## config.mk

```make
export PLATFORM = sky130hd
export DESIGN_NAME = flash_status_poll
export DESIGN_NICKNAME = d
export VERILOG_FILES = /design/src/hdl/flash_poll_pkg.sv /design/src/hdl/flash_cyc_if.sv /design/src/hdl/flash_status_poll.sv /design/src/hdl/flash_pin_cycle.sv /design/src/hdl/flash_wb_regs.sv
export SDC_FILE = /design/constraint.sdc
export NUM_CORES = 1
export LEC_CHECK = 0
export ABC_AREA = 1
export BUFFER_PORTS_ARGS = -buffer_cell sky130_fd_sc_hd__buf_2
export CORE_MARGIN = 10
export CORE_UTILIZATION = 47
export DETAILED_ROUTE_END_ITERATION = 12
export HOLD_SLACK_MARGIN = 0.05
export PLACE_DENSITY_LB_ADDON = 0.3
export SYNTH_ARGS = -nofsm -noshare
export SYNTH_HDL_FRONTEND = slang
export SYNTH_SLANG_ARGS = --single-unit
```

## constraint.sdc

```tcl
create_clock -name clk_i -period 1.5 [get_ports clk_i]
set_input_delay 0.3 -clock clk_i [delete_from_list [all_inputs] [get_ports clk_i]]
set_output_delay 0.3 -clock clk_i [all_outputs]
set_load 0.01 [all_outputs]
```

## src/hdl/flash_poll_pkg.sv

```systemverilog
// Purpose: shared constants for the flash write-status poll controller
// Assumes: 16-bit flash data bus, 10 MHz system clock
// Notes: Summary of operation
// Summary of operation
// status valid after final write strobe
// sector toggle bit flips per erased-sector read
// host combines sector toggle and toggle status
// host does two back-to-back reads, compares
// finished operation stops toggling, returns data
// still toggling: check timeout flag, recheck
// toggling after timeout recheck means failure, reset
// resumed polling restarts from first double read
// timeout flag high on pulse limit exceeded
// programming one over zero ends in timeout
// after timeout failure host writes reset command
// erase window bit zero during acceptance timeout
// host may skip window check if spaced
// window bit one: only suspend accepted
// window bit zero: more sector erases accepted
// host checks window before and after add
// host addresses busy bank for status
// host supplies valid operation address for status
// toggle status flips every read while busy
// completion poll shows complement while programming
// completion poll zero in erase, one after
// ready busy low while programming or erasing
// suspended sector read shows poll one, steady
// timeout flag zero while operations run normally
package flash_poll_pkg;
  localparam int ADDR_W = 22;
  localparam int DATA_W = 16;
  localparam logic [3:0] BIT_POLL = 4'h7;
  localparam logic [3:0] BIT_TOGGLE = 4'h6;
  localparam logic [3:0] BIT_TIMEOUT = 4'h5;
  localparam logic [3:0] BIT_WINDOW = 4'h3;
  localparam logic [3:0] BIT_SECTOR = 4'h2;
  localparam logic [15:0] CMD_RESET = 16'h00F0;
  // read/write cycle: access ns rounded up to clocks; strobe held low ACC_CNT+1 clocks
  localparam int ACC_NS = 100;
  localparam int CLK_NS = 100;
  localparam int ACC_CYC = (ACC_NS + CLK_NS - 1) / CLK_NS;
  localparam logic [3:0] ACC_CNT = 4'(ACC_CYC + 1);
  // wishbone register offsets
  localparam logic [3:0] REG_CTRL = 4'h0;
  localparam logic [3:0] REG_ADDR = 4'h4;
  localparam logic [3:0] REG_STAT = 4'h8;
  localparam logic [3:0] REG_DATA = 4'hC;
  localparam int CTRL_START = 0;
  localparam int CTRL_RESET = 1;
  localparam int CTRL_WINDOW = 2;
  localparam int CTRL_SINGLE = 3;
  localparam int ST_BUSY = 0;
  localparam int ST_DONE = 1;
  localparam int ST_FAIL = 2;
  localparam int ST_WINDOW = 3;
  localparam int ST_SUSP = 4;
  localparam int ST_SECTOR = 5;
endpackage

```

## src/hdl/flash_cyc_if.sv

```systemverilog
`timescale 1ns/1ps
// Purpose: request/answer link between sequencer and pin cycle engine
// Assumes: single clock
// Notes: req is a level held until done pulses
interface flash_cyc_if;
  import flash_poll_pkg::*;
  logic req;
  logic wr;
  logic [ADDR_W-1:0] addr;
  logic [DATA_W-1:0] wdata;
  logic [DATA_W-1:0] rdata;
  logic done;
  modport master (output req, output wr, output addr, output wdata,
    input rdata, input done);
  modport engine (input req, input wr, input addr, input wdata,
    output rdata, output done);
endinterface

```

## src/hdl/flash_status_poll.sv

```systemverilog
// The address map and the Wishbone interface to the registers were left to the implementer.
`timescale 1ns/1ps
// Purpose: host-side toggle/timeout status poller for a parallel flash
// Assumes: flash started its operation through the same pins already
// Notes: start runs the toggle algorithm at the address register
module flash_status_poll
  import flash_poll_pkg::*;
(
  input wire logic clk_i,
  input wire logic rst_i,
  input wire logic [3:0] wb_adr_i,
  input wire logic [31:0] wb_dat_i,
  input wire logic wb_we_i,
  input wire logic [3:0] wb_sel_i,
  input wire logic wb_cyc_i,
  input wire logic wb_stb_i,
  output logic [31:0] wb_dat_o,
  output logic wb_ack_o,
  output logic [ADDR_W-1:0] fl_addr_o,
  output logic fl_ce_n_o,
  output logic fl_oe_n_o,
  output logic fl_we_n_o,
  input wire logic [DATA_W-1:0] fl_dq_i,
  output logic [DATA_W-1:0] fl_dq_o,
  output logic fl_dq_oe_o,
  input wire logic ready_busy_in_i
);
  typedef enum logic [3:0] {
    S_IDLE, S_READ1, S_READ2, S_CMP, S_READ3, S_RECHK, S_RESET,
    S_DATA, S_WIN
  } poll_state_t;
  poll_state_t state_q;
  logic [DATA_W-1:0] first_q;
  logic [DATA_W-1:0] last_q;
  logic busy_q, done_q, fail_q, win_q, susp_q, sect_q;
  logic req_q, wr_q;
  logic [DATA_W-1:0] wdata_q;
  logic [ADDR_W-1:0] addr_reg;
  logic [3:0] ctrl;
  logic ctrl_wr;
  logic [31:0] stat;
  flash_cyc_if cyc ();

  assign cyc.req = req_q;
  assign cyc.wr = wr_q;
  // status reads always use the programmed busy-bank address
  assign cyc.addr = addr_reg;
  assign cyc.wdata = wdata_q;

  wire go = ctrl_wr && ctrl[CTRL_START];
  wire do_reset = ctrl_wr && ctrl[CTRL_RESET];
  wire do_window = ctrl_wr && ctrl[CTRL_WINDOW];
  wire single = ctrl[CTRL_SINGLE];
  wire [DATA_W-1:0] rd = cyc.rdata;
  // toggle status decides busy; sector toggle locates the sector
  wire tog_moved = first_q[BIT_TOGGLE] != rd[BIT_TOGGLE];
  wire sec_moved = first_q[BIT_SECTOR] != rd[BIT_SECTOR];
  wire tmo_seen = rd[BIT_TIMEOUT];
  wire rdy = ready_busy_in_i;

  assign stat = {26'h0, sect_q, susp_q, win_q, fail_q, done_q, busy_q};

  flash_wb_regs u_regs (
    .clk_i(clk_i),
    .rst_i(rst_i),
    .wb_adr_i(wb_adr_i),
    .wb_dat_i(wb_dat_i),
    .wb_we_i(wb_we_i),
    .wb_sel_i(wb_sel_i),
    .wb_cyc_i(wb_cyc_i),
    .wb_stb_i(wb_stb_i),
    .wb_dat_o(wb_dat_o),
    .wb_ack_o(wb_ack_o),
    .stat_i(stat),
    .data_i(last_q),
    .addr_o(addr_reg),
    .ctrl_o(ctrl),
    .ctrl_wr_o(ctrl_wr)
  );

  flash_pin_cycle u_pins (
    .clk_i(clk_i),
    .rst_i(rst_i),
    .cyc(cyc),
    .fl_addr_o(fl_addr_o),
    .fl_ce_n_o(fl_ce_n_o),
    .fl_oe_n_o(fl_oe_n_o),
    .fl_we_n_o(fl_we_n_o),
    .fl_dq_i(fl_dq_i),
    .fl_dq_o(fl_dq_o),
    .fl_dq_oe_o(fl_dq_oe_o)
  );

  always_ff @(posedge clk_i) begin
    if (rst_i) begin
      state_q <= S_IDLE;
      first_q <= '0;
      last_q <= '0;
      busy_q <= 1'b0;
      done_q <= 1'b0;
      fail_q <= 1'b0;
      win_q <= 1'b0;
      susp_q <= 1'b0;
      sect_q <= 1'b0;
      req_q <= 1'b0;
      wr_q <= 1'b0;
      wdata_q <= '0;
    end else begin
      case (state_q)
        S_IDLE: begin
          if (do_reset) begin
            wr_q <= 1'b1;
            wdata_q <= CMD_RESET;
            req_q <= 1'b1;
            busy_q <= 1'b1;
            state_q <= S_RESET;
          end else if (go || do_window) begin
            // a start is a fresh double read, a window request a single read
            wr_q <= 1'b0;
            req_q <= 1'b1;
            busy_q <= 1'b1;
            done_q <= 1'b0;
            fail_q <= 1'b0;
            state_q <= do_window ? S_WIN : S_READ1;
          end
        end
        S_WIN: begin
          // window bit before/after each added sector erase
          if (cyc.done) begin
            req_q <= 1'b0;
            win_q <= rd[BIT_WINDOW];
            busy_q <= 1'b0;
            state_q <= S_IDLE;
          end
        end
        S_READ1: begin
          if (cyc.done) begin
            first_q <= rd;
            state_q <= S_READ2;
          end
        end
        S_READ2: begin
          if (cyc.done) begin
            req_q <= 1'b0;
            last_q <= rd;
            sect_q <= sec_moved;
            // steady toggle bit with sector toggle moving and ready: suspended
            susp_q <= !tog_moved && sec_moved && rdy;
            state_q <= S_CMP;
          end
        end
        S_CMP: begin
          if (!tog_moved_q()) begin
            // finished: next read gives array data
            req_q <= 1'b1;
            state_q <= S_DATA;
          end else if (last_q[BIT_TIMEOUT]) begin
            first_q <= last_q;
            req_q <= 1'b1;
            state_q <= S_READ3;
          end else if (single) begin
            // give the bus back; next start restarts
            busy_q <= 1'b0;
            state_q <= S_IDLE;
          end else begin
            // still running normally, timeout flag low
            req_q <= 1'b1;
            state_q <= S_READ1;
          end
        end
        S_READ3: begin
          if (cyc.done) begin
            if (tog_moved) begin
              // failure, includes program of one over zero
              fail_q <= 1'b1;
              wr_q <= 1'b1;
              wdata_q <= CMD_RESET;
              state_q <= S_RESET;
            end else begin
              state_q <= S_DATA;
            end
          end
        end
        S_DATA: begin
          if (cyc.done) begin
            req_q <= 1'b0;
            last_q <= rd;
            done_q <= !fail_q;
            busy_q <= 1'b0;
            state_q <= S_IDLE;
          end
        end
        S_RESET: begin
          if (cyc.done) begin
            req_q <= 1'b0;
            wr_q <= 1'b0;
            busy_q <= 1'b0;
            state_q <= S_IDLE;
          end
        end
        default: state_q <= S_IDLE;
      endcase
    end
  end

  function automatic logic tog_moved_q();
    tog_moved_q = first_q[BIT_TOGGLE] != last_q[BIT_TOGGLE];
  endfunction

  a_fail_resets: assert property (@(posedge clk_i) disable iff (rst_i)
    $rose(fail_q) |-> state_q == S_RESET && wr_q)
    else $error("failure did not issue reset command");
  a_reset_data: assert property (@(posedge clk_i) disable iff (rst_i)
    state_q == S_RESET |-> wdata_q == CMD_RESET)
    else $error("reset cycle carries wrong command");
  a_recheck_tmo: assert property (@(posedge clk_i) disable iff (rst_i)
    state_q == S_CMP && tog_moved_q() && last_q[BIT_TIMEOUT]
    |=> state_q == S_READ3)
    else $error("timeout flag not rechecked");
  a_two_reads: assert property (@(posedge clk_i) disable iff (rst_i)
    state_q == S_IDLE && go && !do_reset && !do_window
    |=> state_q == S_READ1)
    else $error("poll did not restart with double read");
  a_data_after: assert property (@(posedge clk_i) disable iff (rst_i)
    state_q == S_CMP && !tog_moved_q() |=> state_q == S_DATA)
    else $error("no data read after steady toggle");
  a_steady_fail: assert property (@(posedge clk_i) disable iff (rst_i)
    $rose(done_q) |-> !fail_q)
    else $error("done and fail together");
  a_addr_fixed: assert property (@(posedge clk_i) disable iff (rst_i)
    fl_oe_n_o == 1'b0 |-> fl_addr_o == $past(addr_reg))
    else $error("status read at wrong address");
  a_cmp_reads: assert property (@(posedge clk_i) disable iff (rst_i)
    state_q == S_READ2 && cyc.done |=> state_q == S_CMP)
    else $error("second read not compared");
endmodule

```

## src/hdl/flash_pin_cycle.sv

```systemverilog
`timescale 1ns/1ps
// Purpose: one asynchronous flash read or write cycle on the pins
// Assumes: flash data pins synchronous to clk_i
// Notes: each read is a separate oe frame so toggle bits advance
module flash_pin_cycle
  import flash_poll_pkg::*;
(
  input wire logic clk_i,
  input wire logic rst_i,
  flash_cyc_if.engine cyc,
  output logic [ADDR_W-1:0] fl_addr_o,
  output logic fl_ce_n_o,
  output logic fl_oe_n_o,
  output logic fl_we_n_o,
  input wire logic [DATA_W-1:0] fl_dq_i,
  output logic [DATA_W-1:0] fl_dq_o,
  output logic fl_dq_oe_o
);
  typedef enum logic [1:0] {C_IDLE, C_STROBE, C_GAP} cyc_state_t;
  cyc_state_t state_q;
  logic [3:0] cnt_q;
  logic [DATA_W-1:0] rdata_q;
  logic done_q;
  wire cnt_zero = (cnt_q == 4'h0);
  assign cyc.rdata = rdata_q;
  assign cyc.done = done_q;

  always_ff @(posedge clk_i) begin
    if (rst_i) begin
      state_q <= C_IDLE;
      cnt_q <= 4'h0;
      rdata_q <= '0;
      done_q <= 1'b0;
      fl_addr_o <= '0;
      fl_ce_n_o <= 1'b1;
      fl_oe_n_o <= 1'b1;
      fl_we_n_o <= 1'b1;
      fl_dq_o <= '0;
      fl_dq_oe_o <= 1'b0;
    end else begin
      done_q <= 1'b0;
      case (state_q)
        C_IDLE: begin
          if (cyc.req && !done_q) begin
            fl_addr_o <= cyc.addr;
            fl_ce_n_o <= 1'b0;
            fl_oe_n_o <= cyc.wr;
            fl_we_n_o <= !cyc.wr;
            fl_dq_o <= cyc.wdata;
            fl_dq_oe_o <= cyc.wr;
            cnt_q <= ACC_CNT;
            state_q <= C_STROBE;
          end
        end
        C_STROBE: begin
          if (cnt_zero) begin
            rdata_q <= fl_dq_i;
            fl_oe_n_o <= 1'b1;
            fl_we_n_o <= 1'b1;
            fl_ce_n_o <= 1'b1;
            state_q <= C_GAP;
          end else begin
            cnt_q <= cnt_q - 4'h1;
          end
        end
        C_GAP: begin
          // one idle cycle keeps dq driven past the we rising edge
          fl_dq_oe_o <= 1'b0;
          done_q <= 1'b1;
          state_q <= C_IDLE;
        end
        default: state_q <= C_IDLE;
      endcase
    end
  end
endmodule

```

## src/hdl/flash_wb_regs.sv

```systemverilog
`timescale 1ns/1ps
// Purpose: classic wishbone slave holding control and address words, reading status
// Assumes: 32-bit data, byte addresses, word aligned
// Notes: answers in the cycle after stb, unmapped reads zero
module flash_wb_regs
  import flash_poll_pkg::*;
(
  input wire logic clk_i,
  input wire logic rst_i,
  input wire logic [3:0] wb_adr_i,
  input wire logic [31:0] wb_dat_i,
  input wire logic wb_we_i,
  input wire logic [3:0] wb_sel_i,
  input wire logic wb_cyc_i,
  input wire logic wb_stb_i,
  output logic [31:0] wb_dat_o,
  output logic wb_ack_o,
  input wire logic [31:0] stat_i,
  input wire logic [DATA_W-1:0] data_i,
  output logic [ADDR_W-1:0] addr_o,
  output logic [3:0] ctrl_o,
  output logic ctrl_wr_o
);
  wire access = wb_cyc_i && wb_stb_i && !wb_ack_o;
  wire wr_ctrl = access && wb_we_i && wb_adr_i == REG_CTRL && wb_sel_i[0];
  wire wr_addr = access && wb_we_i && wb_adr_i == REG_ADDR;
  logic [31:0] rd_mux;
  assign rd_mux = (wb_adr_i == REG_ADDR) ? 32'(addr_o) :
                  (wb_adr_i == REG_STAT) ? stat_i :
                  (wb_adr_i == REG_DATA) ? 32'(data_i) : 32'h0000_0000;
  always_ff @(posedge clk_i) begin
    if (rst_i) begin
      wb_ack_o <= 1'b0;
      wb_dat_o <= 32'h0000_0000;
      addr_o <= '0;
      ctrl_o <= 4'h0;
      ctrl_wr_o <= 1'b0;
    end else begin
      wb_ack_o <= access;
      wb_dat_o <= rd_mux;
      ctrl_wr_o <= wr_ctrl;
      if (wr_ctrl) ctrl_o <= wb_dat_i[3:0];
      if (wr_addr) addr_o <= wb_dat_i[ADDR_W-1:0];
    end
  end
endmodule

```

Yosys cells after proc, flatten, opt, wreduce, memory -nomap -nowiden

Cells that the tools add are included.

$mul: 0
Eq/ne operators: 35
Add/subtract/negate cells: 1
Magnitude comparators: 0
Multiplexer cells: 58
Div/mod/pow operators: 0
Bitwise operators: 0
Reduce and logical (&&, ||, !) cells: 51
Shifts and indexed selects: 0

Operators by type and width:

| operator                                                                | count |
|---|---|
| 16-bit two-way mux                                                      | 4 |
| 22-bit two-way mux                                                      | 2 |
| 4-bit two-way mux                                                       | 9 |
| 16-bit one-hot mux with 2 select lines                                  | 1 |
| 4-bit one-hot mux with 6 select lines                                   | 1 |
| 1-bit two-way mux                                                       | 22 |
| 7-bit two-way mux                                                       | 3 |
| 2-bit by 1-bit inequality test with 1-bit output, second input constant | 10 |
| 4-bit by 3-bit equality test with 1-bit output, second input constant   | 4 |
| 2-bit inequality test, second input constant                            | 8 |
| 4-bit AND reduction                                                     | 4 |
| 5-bit AND reduction                                                     | 3 |
| 7-bit one-hot mux with 2 select lines                                   | 1 |
| 2-bit AND reduction                                                     | 7 |
| 4-bit equality test, second input constant                              | 3 |
| 1-bit logical AND                                                       | 12 |
| 4-bit logical NOT                                                       | 3 |
| 1-bit one-hot mux with 2 select lines                                   | 6 |
| 2-bit nonzero test                                                      | 5 |
| 1-bit one-hot mux with 3 select lines                                   | 3 |
| 3-bit nonzero test                                                      | 3 |
| 4-bit by 2-bit equality test with 1-bit output, second input constant   | 2 |
| 4-bit one-hot mux with 2 select lines                                   | 1 |
| 3-bit two-way mux                                                       | 2 |
| 17 further kinds                                                        | 26 |

Latch bits: 0
Memory bits (read-only): 0
Input port bits: 62
Output and inout port bits: 75
Memories: 0
Bits in writable memories: 0
Register bits: 176
Logic and storage cells: 173

Depth between registers and ports, before layout

Gate-level depths: netlist of the first run.

Depth after elaboration: 5
Gate-level depth with buffers: 11
Mapped depth without buffers: 10

Modules after synthesis

A second synthesis of the first run with hierarchy kept.

Cells, all modules: 874
Area, all modules: 6377.4 um^2

Modules (own cells, without submodules):

| module            | area an instance (um^2) | times used | cells each |
|---|---|---|---|
| flash_wb_regs     | 2428.6                  | 1          | 341 |
| flash_pin_cycle   | 2383.5                  | 1          | 305 |
| flash_status_poll | 1565.3                  | 1          | 228 |

Least setup slack after synthesis of the first run

No wires, ideal clock.

Path type: flip-flop to flip-flop
Start point: register u_pins.cnt_q[0]
End point: register u_pins.rdata_q[5], in the netlist u_pins.cyc.rdata[5]
Stages on the path, launching flop included: 8
Setup time: 117 ps
Data required time: 1383 ps
Clock period less this slack: 1482 ps
Slack: 18 ps
Data arrival time: 1365 ps
Path buffers: 1
Cell sequence: dfxtp_1 -> inv_1 -> ha_1 -> nand3_1 -> nor3_1 -> nor2_1 -> buf_2 -> a22o_1

Longest elaborated chain between the ends: 2

Ends and longest elaborated chain:

| what                          | line                  | RTL |
|---|---|---|
| from (decl)                   | flash_pin_cycle.sv:21 | `logic [3:0] cnt_q;` |
| from (signal assigned)        | flash_pin_cycle.sv:63 | `cnt_q <= cnt_q - 4'h1;` |
| 4-bit logical NOT             | flash_pin_cycle.sv:24 | `wire cnt_zero = (cnt_q == 4'h0);` |
| 2-bit AND reduction (no line) | n/a                   |  |
| to (signal assigned)          | flash_pin_cycle.sv:57 | `rdata_q <= fl_dq_i;` |
| to (decl)                     | flash_pin_cycle.sv:22 | `logic [DATA_W-1:0] rdata_q;` |

No other way between the ends.
A chain may end at the register's enable or synchronous reset.

Worst setup path in the final report of the first run

Start point: register state_q[3]
End point: register last_q[5]

Longest elaborated chain between the ends: 3
Elaborated cells between the ends (all ways): 4
Classes of those cells: 2 x eq/ne; 2 x reduce/logical

Ends and longest elaborated chain:

| what                                                                                                                    | line                     | RTL |
|---|---|---|
| from (decl)                                                                                                             | flash_status_poll.sv:32  | `poll_state_t state_q;` |
| from (signal assigned)                                                                                                  | flash_status_poll.sv:124 | `state_q <= do_window ? S_WIN : S_READ1;` |
| 4-bit by 3-bit equality test with 1-bit output / 4-bit by 2-bit equality test with 1-bit output (equally long branches) | flash_status_poll.sv:109 | `case (state_q)` |
| 2-bit OR reduction (no line) *                                                                                          | n/a                      |  |
| 2-bit AND reduction (no line) *                                                                                         | n/a                      |  |
| to (signal assigned)                                                                                                    | flash_status_poll.sv:145 | `last_q <= rd;` |
| to (signal assigned)                                                                                                    | flash_status_poll.sv:187 | `last_q <= rd;` |
| to (decl)                                                                                                               | flash_status_poll.sv:34  | `logic [DATA_W-1:0] last_q;` |

Mark *: on every way between the ends. The rest lies on a longest branch, timed or not.

==> results of run 1 <==
==> kinds of logic (layout without fill, tap and decap cells) <==
logic type	after synthesis	count (layout)	share of synthesized area
AND/OR/NAND/NOR	235	235	0.1943
XOR/XNOR	2	2	0.003376
flip-flops	131	131	0.5053
adder cells (fa/ha/maj)	2	2	0.004821
AO/OA/AOI/OAI	173	173	0.1782
other	1	22	0.0007225
buffers and inverters	116	276	0.1133
==> routing by layer <==
layer  routed length (um)  vias to the layer above  GRT usage  part of all wire
met1                 6158                     2318     0.1993              0.41
met4                  399                        0    0.07995             0.026
met2                 7645                      140     0.3249              0.51
met5                    0                        -          0                 0
li1                     -                     2462          -                 -
met3                  893                       34    0.06210             0.059
==> path summary, 6_finish.rpt <==
kind | endpoint | slack, ns | cells after the start
setup / recovery | last_q[5] | 0.01 | 8
hold / removal | u_regs.addr_o[16] | 0.06 | 3
setup reg to reg | last_q[5] | 0.01 | 8
hold reg to reg | u_regs.wb_ack_o | 0.44 | 1
==> per-stage QoR <==
stage	setup WS (ns)	setup TNS [ns]	hold WS (ns)	total power, mW
global route	-0.05854	-1.089	0.06324	11.93
floorplan	0.01827	0	0.4127	6.057
finish	0.01384	0	0.05997	11.34
detailed placement	-0.08407	-0.4050	0.4326	6.988
CTS	0.01183	0	0.05175	11.19
global placement	0.002929	0	0.4239	6.906
==> cell type report <==
cell class                      instances  area, um2
Clock buffer                           19      431.7
Fill cell                             879       3669
Sequential cell                       131       2638
Clock inverter                         12      156.4
Tap cell                              140      175.2
Multi-Input combinational cell        434       2176
Timing Repair Buffer                  182       1353
Inverter                               63      242.7
==> sequential cells by signal (all words and copies together), names as in the netlist, 2 cells and up <==
| register | count |
|---|---|
| u_pins.fl_addr_o | 22 |
| u_regs.addr_o | 22 |
| u_regs.wb_dat_o | 22 |
| last_q | 16 |
| u_pins.cyc.rdata | 16 |
| state_q | 4 |
| u_pins.cnt_q | 4 |
| u_regs.ctrl_o | 4 |
| first_q | 2 |
| u_pins.state_q | 2 |
==> placed cells by master (no fill, tap or decap), drive strengths merged <==
cell type	instances
nand2	95
a31oi	6
nand3b	1
clkbuf	21
o21ai	94
conb	22
bufinv	3
dlygate4sd3	32
nand3	30
clkinvlp	5
xor2	1
buf	148
a21oi	61
a221oi	1
o211ai	1
nand4	6
clkinv	3
ha	2
a22o	10
inv	64
or2	1
nor2	94
dfxtp	131
nor3	8
xnor2	1
==> worst min-delay path: stages <==
cell     delay (ns)
buf_2          0.08
o21ai_0        0.07
a21oi_1        0.11
==> power by group through the flow <==
stage	clock network, mW	registers (mW)	logic, mW
after detailed placement	0	4.38	2.61
after floorplan	0	4.48	1.57
after global routing	4.28	4.42	3.24
after CTS	4.14	4.32	2.72
after global placement	0	4.36	2.55
final	4.10	4.36	2.88
==> what timing repair did <==
action                                  4_1_cts  5_1_grt
endpoints found under the setup margin       21       42
hold endpoints to repair                     33        0
resized for setup                             9       42
pin swaps                                     1       10
cloned                                        0        2
setup buffers                                 2        4
hold buffers                                 32        0
==> qor.yml, run 1 <==
cap_viol_max_count: 0
dp.cells: 910
yosysMostFrequentCell: "dfxtp_1"
timing.final.max_slew_violations: 0
dieWidth_um: 125.1
cellPowerDensity_mw_per_mm2: 1581
first_global_vias: 5078
timing.rr.start: "state_q[3]"
start_util: 0.4788
drc: 0
power.leakage_nw: 3.176
cts_sinks: 131
synth_area_per_cell_um2: 7.864
grt_pass1_wl_mm: 24.15
path_buf_inv: 3
die_h_um: 125.1
fp.coreArea_mm2: 0.01084
antenna_found_initial: 0
synth.yosys.warnings: 0
outcome: "finished, final reports clean"
utilization: 0.6616
worstPathMaxFanout: 6
final_nets: 893
ys_async_sr_fraction: 0
netSwitchingFraction: 0.3131
worst_hold_startpoint: "wb_dat_i[16]"
worst_setup_path_start_kind: "register"
netlist-cell-type-count: 34
syn_inst: 660
num_vias: 4954
synth-main-ff-cell: "dfxtp_1"
drtIter0Drc: 292
drive_above_1_share: 0.2663
root_buffer: "clkbuf_8"
die-area_mm2: 0.01565
worst_ep_arrival_time_ns: 1.95
syn_area_mm2: 0.005190
dr.pass1.iters: 6
setup_viol: 0
synth_edf_count: 0
stdcell_count: 981
netlist_top_cells_area: "dfxtp_1, o21ai_0, nand2_1"
grt_max_degree: 43
p_seq_frac: 0.384
area_growth_pct: 38.19
p_clk_frac: 0.362
cp_slowest_cell: "dfxtp_4"
crit_type: "reg -> reg"
clock_skew_ns: 0.009079
grt-ovfl-total: 0
p_int_mw: 7.789
hpwl_mm: 10.50
drt-total-wl_mm: 15.10
grt_util_all_layers: 0.1854
startpoint: "state_q[3]"
cts-buffers-inserted: 17
portBuffers: 101
clkTransAtPathRegs_ns: 0.06
crit_path_frequent_cell: "nand2_4"
dpl_cell_area_mm2: 0.006006
end_kind: "register"
crit_chain: "nor2_4 -> nand3_4 -> inv_4 -> nand2_4 -> nand2_4 -> clkinvlp_4 -> buf_4 -> a21oi_1"
p_comb_frac: 0.254
peakVddDrop_v: 0.001376
fmax_mhz: 672.9
synth_area_leader_cell: "dfxtp_1"
p_sw_mw: 3.550
gp_congestion: 0.8792
ant_nets: 0
worstPathRequired_ns: 1.96
cts_tree: "built"
max_stage_delay_ns: 0.37
clock_tree.buffer_depth: 2
io_pins: 137
rows: 38
ys_seq_area_frac: 0.5053
clk_latency_ns: 0.54
rsz0062_at_grt: "yes"
viasPerCell: 5.050
hp-class: "in -> reg"
diodes: 0
min_period_over_period: 0.9908
synth_common_cells: "dfxtp_1, nand2_1, o21ai_0, nor2_1, a21oi_1"
synth_top_area_frac: 0.5053
h-tree-depth: 4
hold_viol: 0
fin_crit_ns: 1.486
ys_ff_latch: 131
design_area_mm2: 0.007172
avgRoutedWirePerCell_um: 15.39
crit_family: "simple AND/OR/NAND/NOR gates"
(Power assumes the default switching activity.)
==> run 2: changes to the inputs <==
CORE_MARGIN = default   (was 10)
GPL_TIMING_DRIVEN = 0   (was default)
SETUP_SLACK_MARGIN = 0.15   (was default)
==> run 2 against run 1 <==
  * Critical path depth up 1
  * Critical path type unchanged
  * Register-to-register slack better by 0.03 ns
  * Design area is 6.8% higher
  * Global-route usage increased by 9.1 points
==> qor.yml, run 2 (synthesis results as in run 1) <==
utilization: 0.7097  # +0.04813
drtIter0Drc: 319  # +9.2%
cts_tree: "built"
mostFrequentLayoutCell: "dfxtp_1"
min_period_over_period: 0.9686  # -0.02216
drc: 0  # unchanged
hold_viol: 0  # unchanged
grt-ovfl-total: 0  # unchanged
h-tree-depth: 4  # unchanged
outcome: "finished, final reports clean"
hpwl_mm: 10.15  # -3.4%
ff2ff_path_depth: 9  # +1
diodes: 0  # unchanged
final_cell_mix: "dfxtp_1, buf_2, nor2_1"
area_growth_pct: 47.59
grt_pass1_wl_mm: 23.96  # -0.80%
start_util: 0.4809  # +0.002109
crit_type: "reg -> reg"
drt-total-wl_mm: 15.91  # +5.4%
tightest_slew_ns: 0.5928
hp-class: "in -> reg"
worst_ep_arrival_time_ns: 1.91  # -0.04 ns
gp_congestion: 0.8380  # -4.7%
dr.pass1.iters: 5  # -1
num_vias: 5307  # +7.1%
clock_tree.buffer_depth: 2  # unchanged
portBuffers: 101  # unchanged
worst_setup_path_start_kind: "register"
cap_viol_max_count: 0  # unchanged
die_h_um: 107.1  # -14%
viasPerCell: 5.218  # +3.3%
clk_latency_ns: 0.53  # about the same
cts-buffers-inserted: 17  # unchanged
fin_crit_ns: 1.453  # -0.03325 ns
nFillCells: 821  # -6.6%
cellPowerDensity_mw_per_mm2: 1598  # +1.1%
end_kind: "register"
r2r_slack_ns: 0.05  # +0.03 ns
grt_max_degree: 17  # -60%
first_global_vias: 5040  # -0.75%
avgRoutedWirePerCell_um: 15.64  # +1.6%
timing.rr.start: "state_q[2]"
clkTransAtPathRegs_ns: 0.06  # about the same
grt_util_all_layers: 0.2761  # +0.09072
fp.coreArea_mm2: 0.01079  # -0.44%
cts_sinks: 131  # unchanged
ant_nets: 0  # unchanged
startpoint: "state_q[2]"
worstSetupEndpoint: "last_q[10]"
peakVddDrop_v: 0.001039  # -25%
worstPathMaxFanout: 8  # +2
dp.cells: 922  # +1.3%
worstPathRequired_ns: 1.96  # about the same
rows: 38  # unchanged
clock_skew_ns: 0.004756  # -0.004323 ns
r2r-end: "last_q[10]"
timing.final.max_slew_violations: 0  # unchanged
relSlewSlack: 0.6048
largestRegisters: "u_pins.fl_addr_o: 22 flops, u_regs.addr_o: 22 flops, u_regs.wb_dat_o: 22 flops"
power.leakage_nw: 3.393  # +6.9%
drive_above_1_share: 0.3558  # +0.08941
root_buffer: "clkbuf_8"
hold_path_depth: 3  # unchanged
stdcell_count: 1017  # +3.7%
antenna_found_initial: 0  # unchanged
rsz0062_at_grt: "yes"
dieWidth_um: 107.1  # -14%
fmax_mhz: 688.3  # +2.3%
final_nets: 928  # +3.9%
setup_viol: 0  # unchanged
io_pins: 137  # unchanged
die-area_mm2: 0.01147  # -27%
run 2: through the flow:
step | hold slack [ns] | setup TNS, ns | setup slack [ns] | power [mW] | area, um2
floorplan | 0.4127 | 0 | 0.1601 | 6.119 | 5299
global placement | 0.4216 | -6.733 | -0.1616 | 6.908 | 5979
detailed placement | 0.4295 | -10.48 | -0.2276 | 6.985 | 5979
CTS | 0.05050 | 0 | 0.07933 | 11.72 | 7281
global route | 0.05993 | -0.03236 | -0.02627 | 12.81 | 7660
finish | 0.05499 | 0 | 0.04709 | 12.24 | 7660
run 2: worst min-delay path by stage:
stage,startpoint,endpoint
finish,wb_dat_i[2],u_regs.addr_o[2]
CTS,wb_dat_i[2],u_regs.addr_o[2]
floorplan,fl_dq_i[10],u_pins.cyc.rdata[10]
detailed placement,u_regs.wb_ack_o,u_regs.wb_ack_o
global placement,u_regs.wb_ack_o,u_regs.wb_ack_o
global route,wb_dat_i[15],u_regs.addr_o[15]
run 2: repair_timing:
| item | 4_1_cts | 5_1_grt |
|---|---|---|
| setup buffers | 28 | 8 |
| cloned | 1 | 3 |
| pin swaps | 19 | 13 |
| setup endpoints to repair | 87 | 100 |
| hold buffers | 23 | 0 |
| endpoints found under the hold margin | 22 | 0 |
| resized for setup | 71 | 99 |
run 2: critical path: stages, from the launching register on:
cell     delay, ns
dfxtp_4       0.36
nor2_4        0.20
nand3_4       0.12
inv_4         0.08
nand2_4       0.05
nand2_4       0.09
buf_8         0.15
buf_6         0.12
o21ai_2       0.05
a21oi_1       0.15
run 2: power breakdown:
group	total, mW	leakage, nW	internal [mW]	switching, mW
clock network	4.23	0.289	2.60	1.63
registers	4.42	1.06	4.05	0.373
logic	3.59	2.04	1.61	1.99
total	12.2	3.39	8.25	3.99
run 2: cell type report:
| type | instances | area, um2 | area share |
|---|---|---|---|
| buffer | 53 | 424.2 | 0.05537 |
| inverter | 63 | 251.5 | 0.03283 |
| timing repair buffer | 164 | 1215 | 0.1586 |
| clock inverter | 14 | 175.2 | 0.02287 |
| sequential | 131 | 2653 | 0.3463 |
| multi-input combinational | 434 | 2338 | 0.3053 |
| tap | 140 | 175.2 | 0.02287 |
| clock buffer | 18 | 427.9 | 0.05586 |
run 2: metal layers:
| layer | share of wire | up-vias | GRT usage |
|---|---|---|---|
| met2 | 0.50 | 214 | 0.4733 |
| met4 | 0.031 | 0 | 0.1272 |
| met5 | 0 | - | 0 |
| met1 | 0.42 | 2506 | 0.3308 |
| met3 | 0.052 | 47 | 0.05714 |
| li1 | - | 2540 | - |
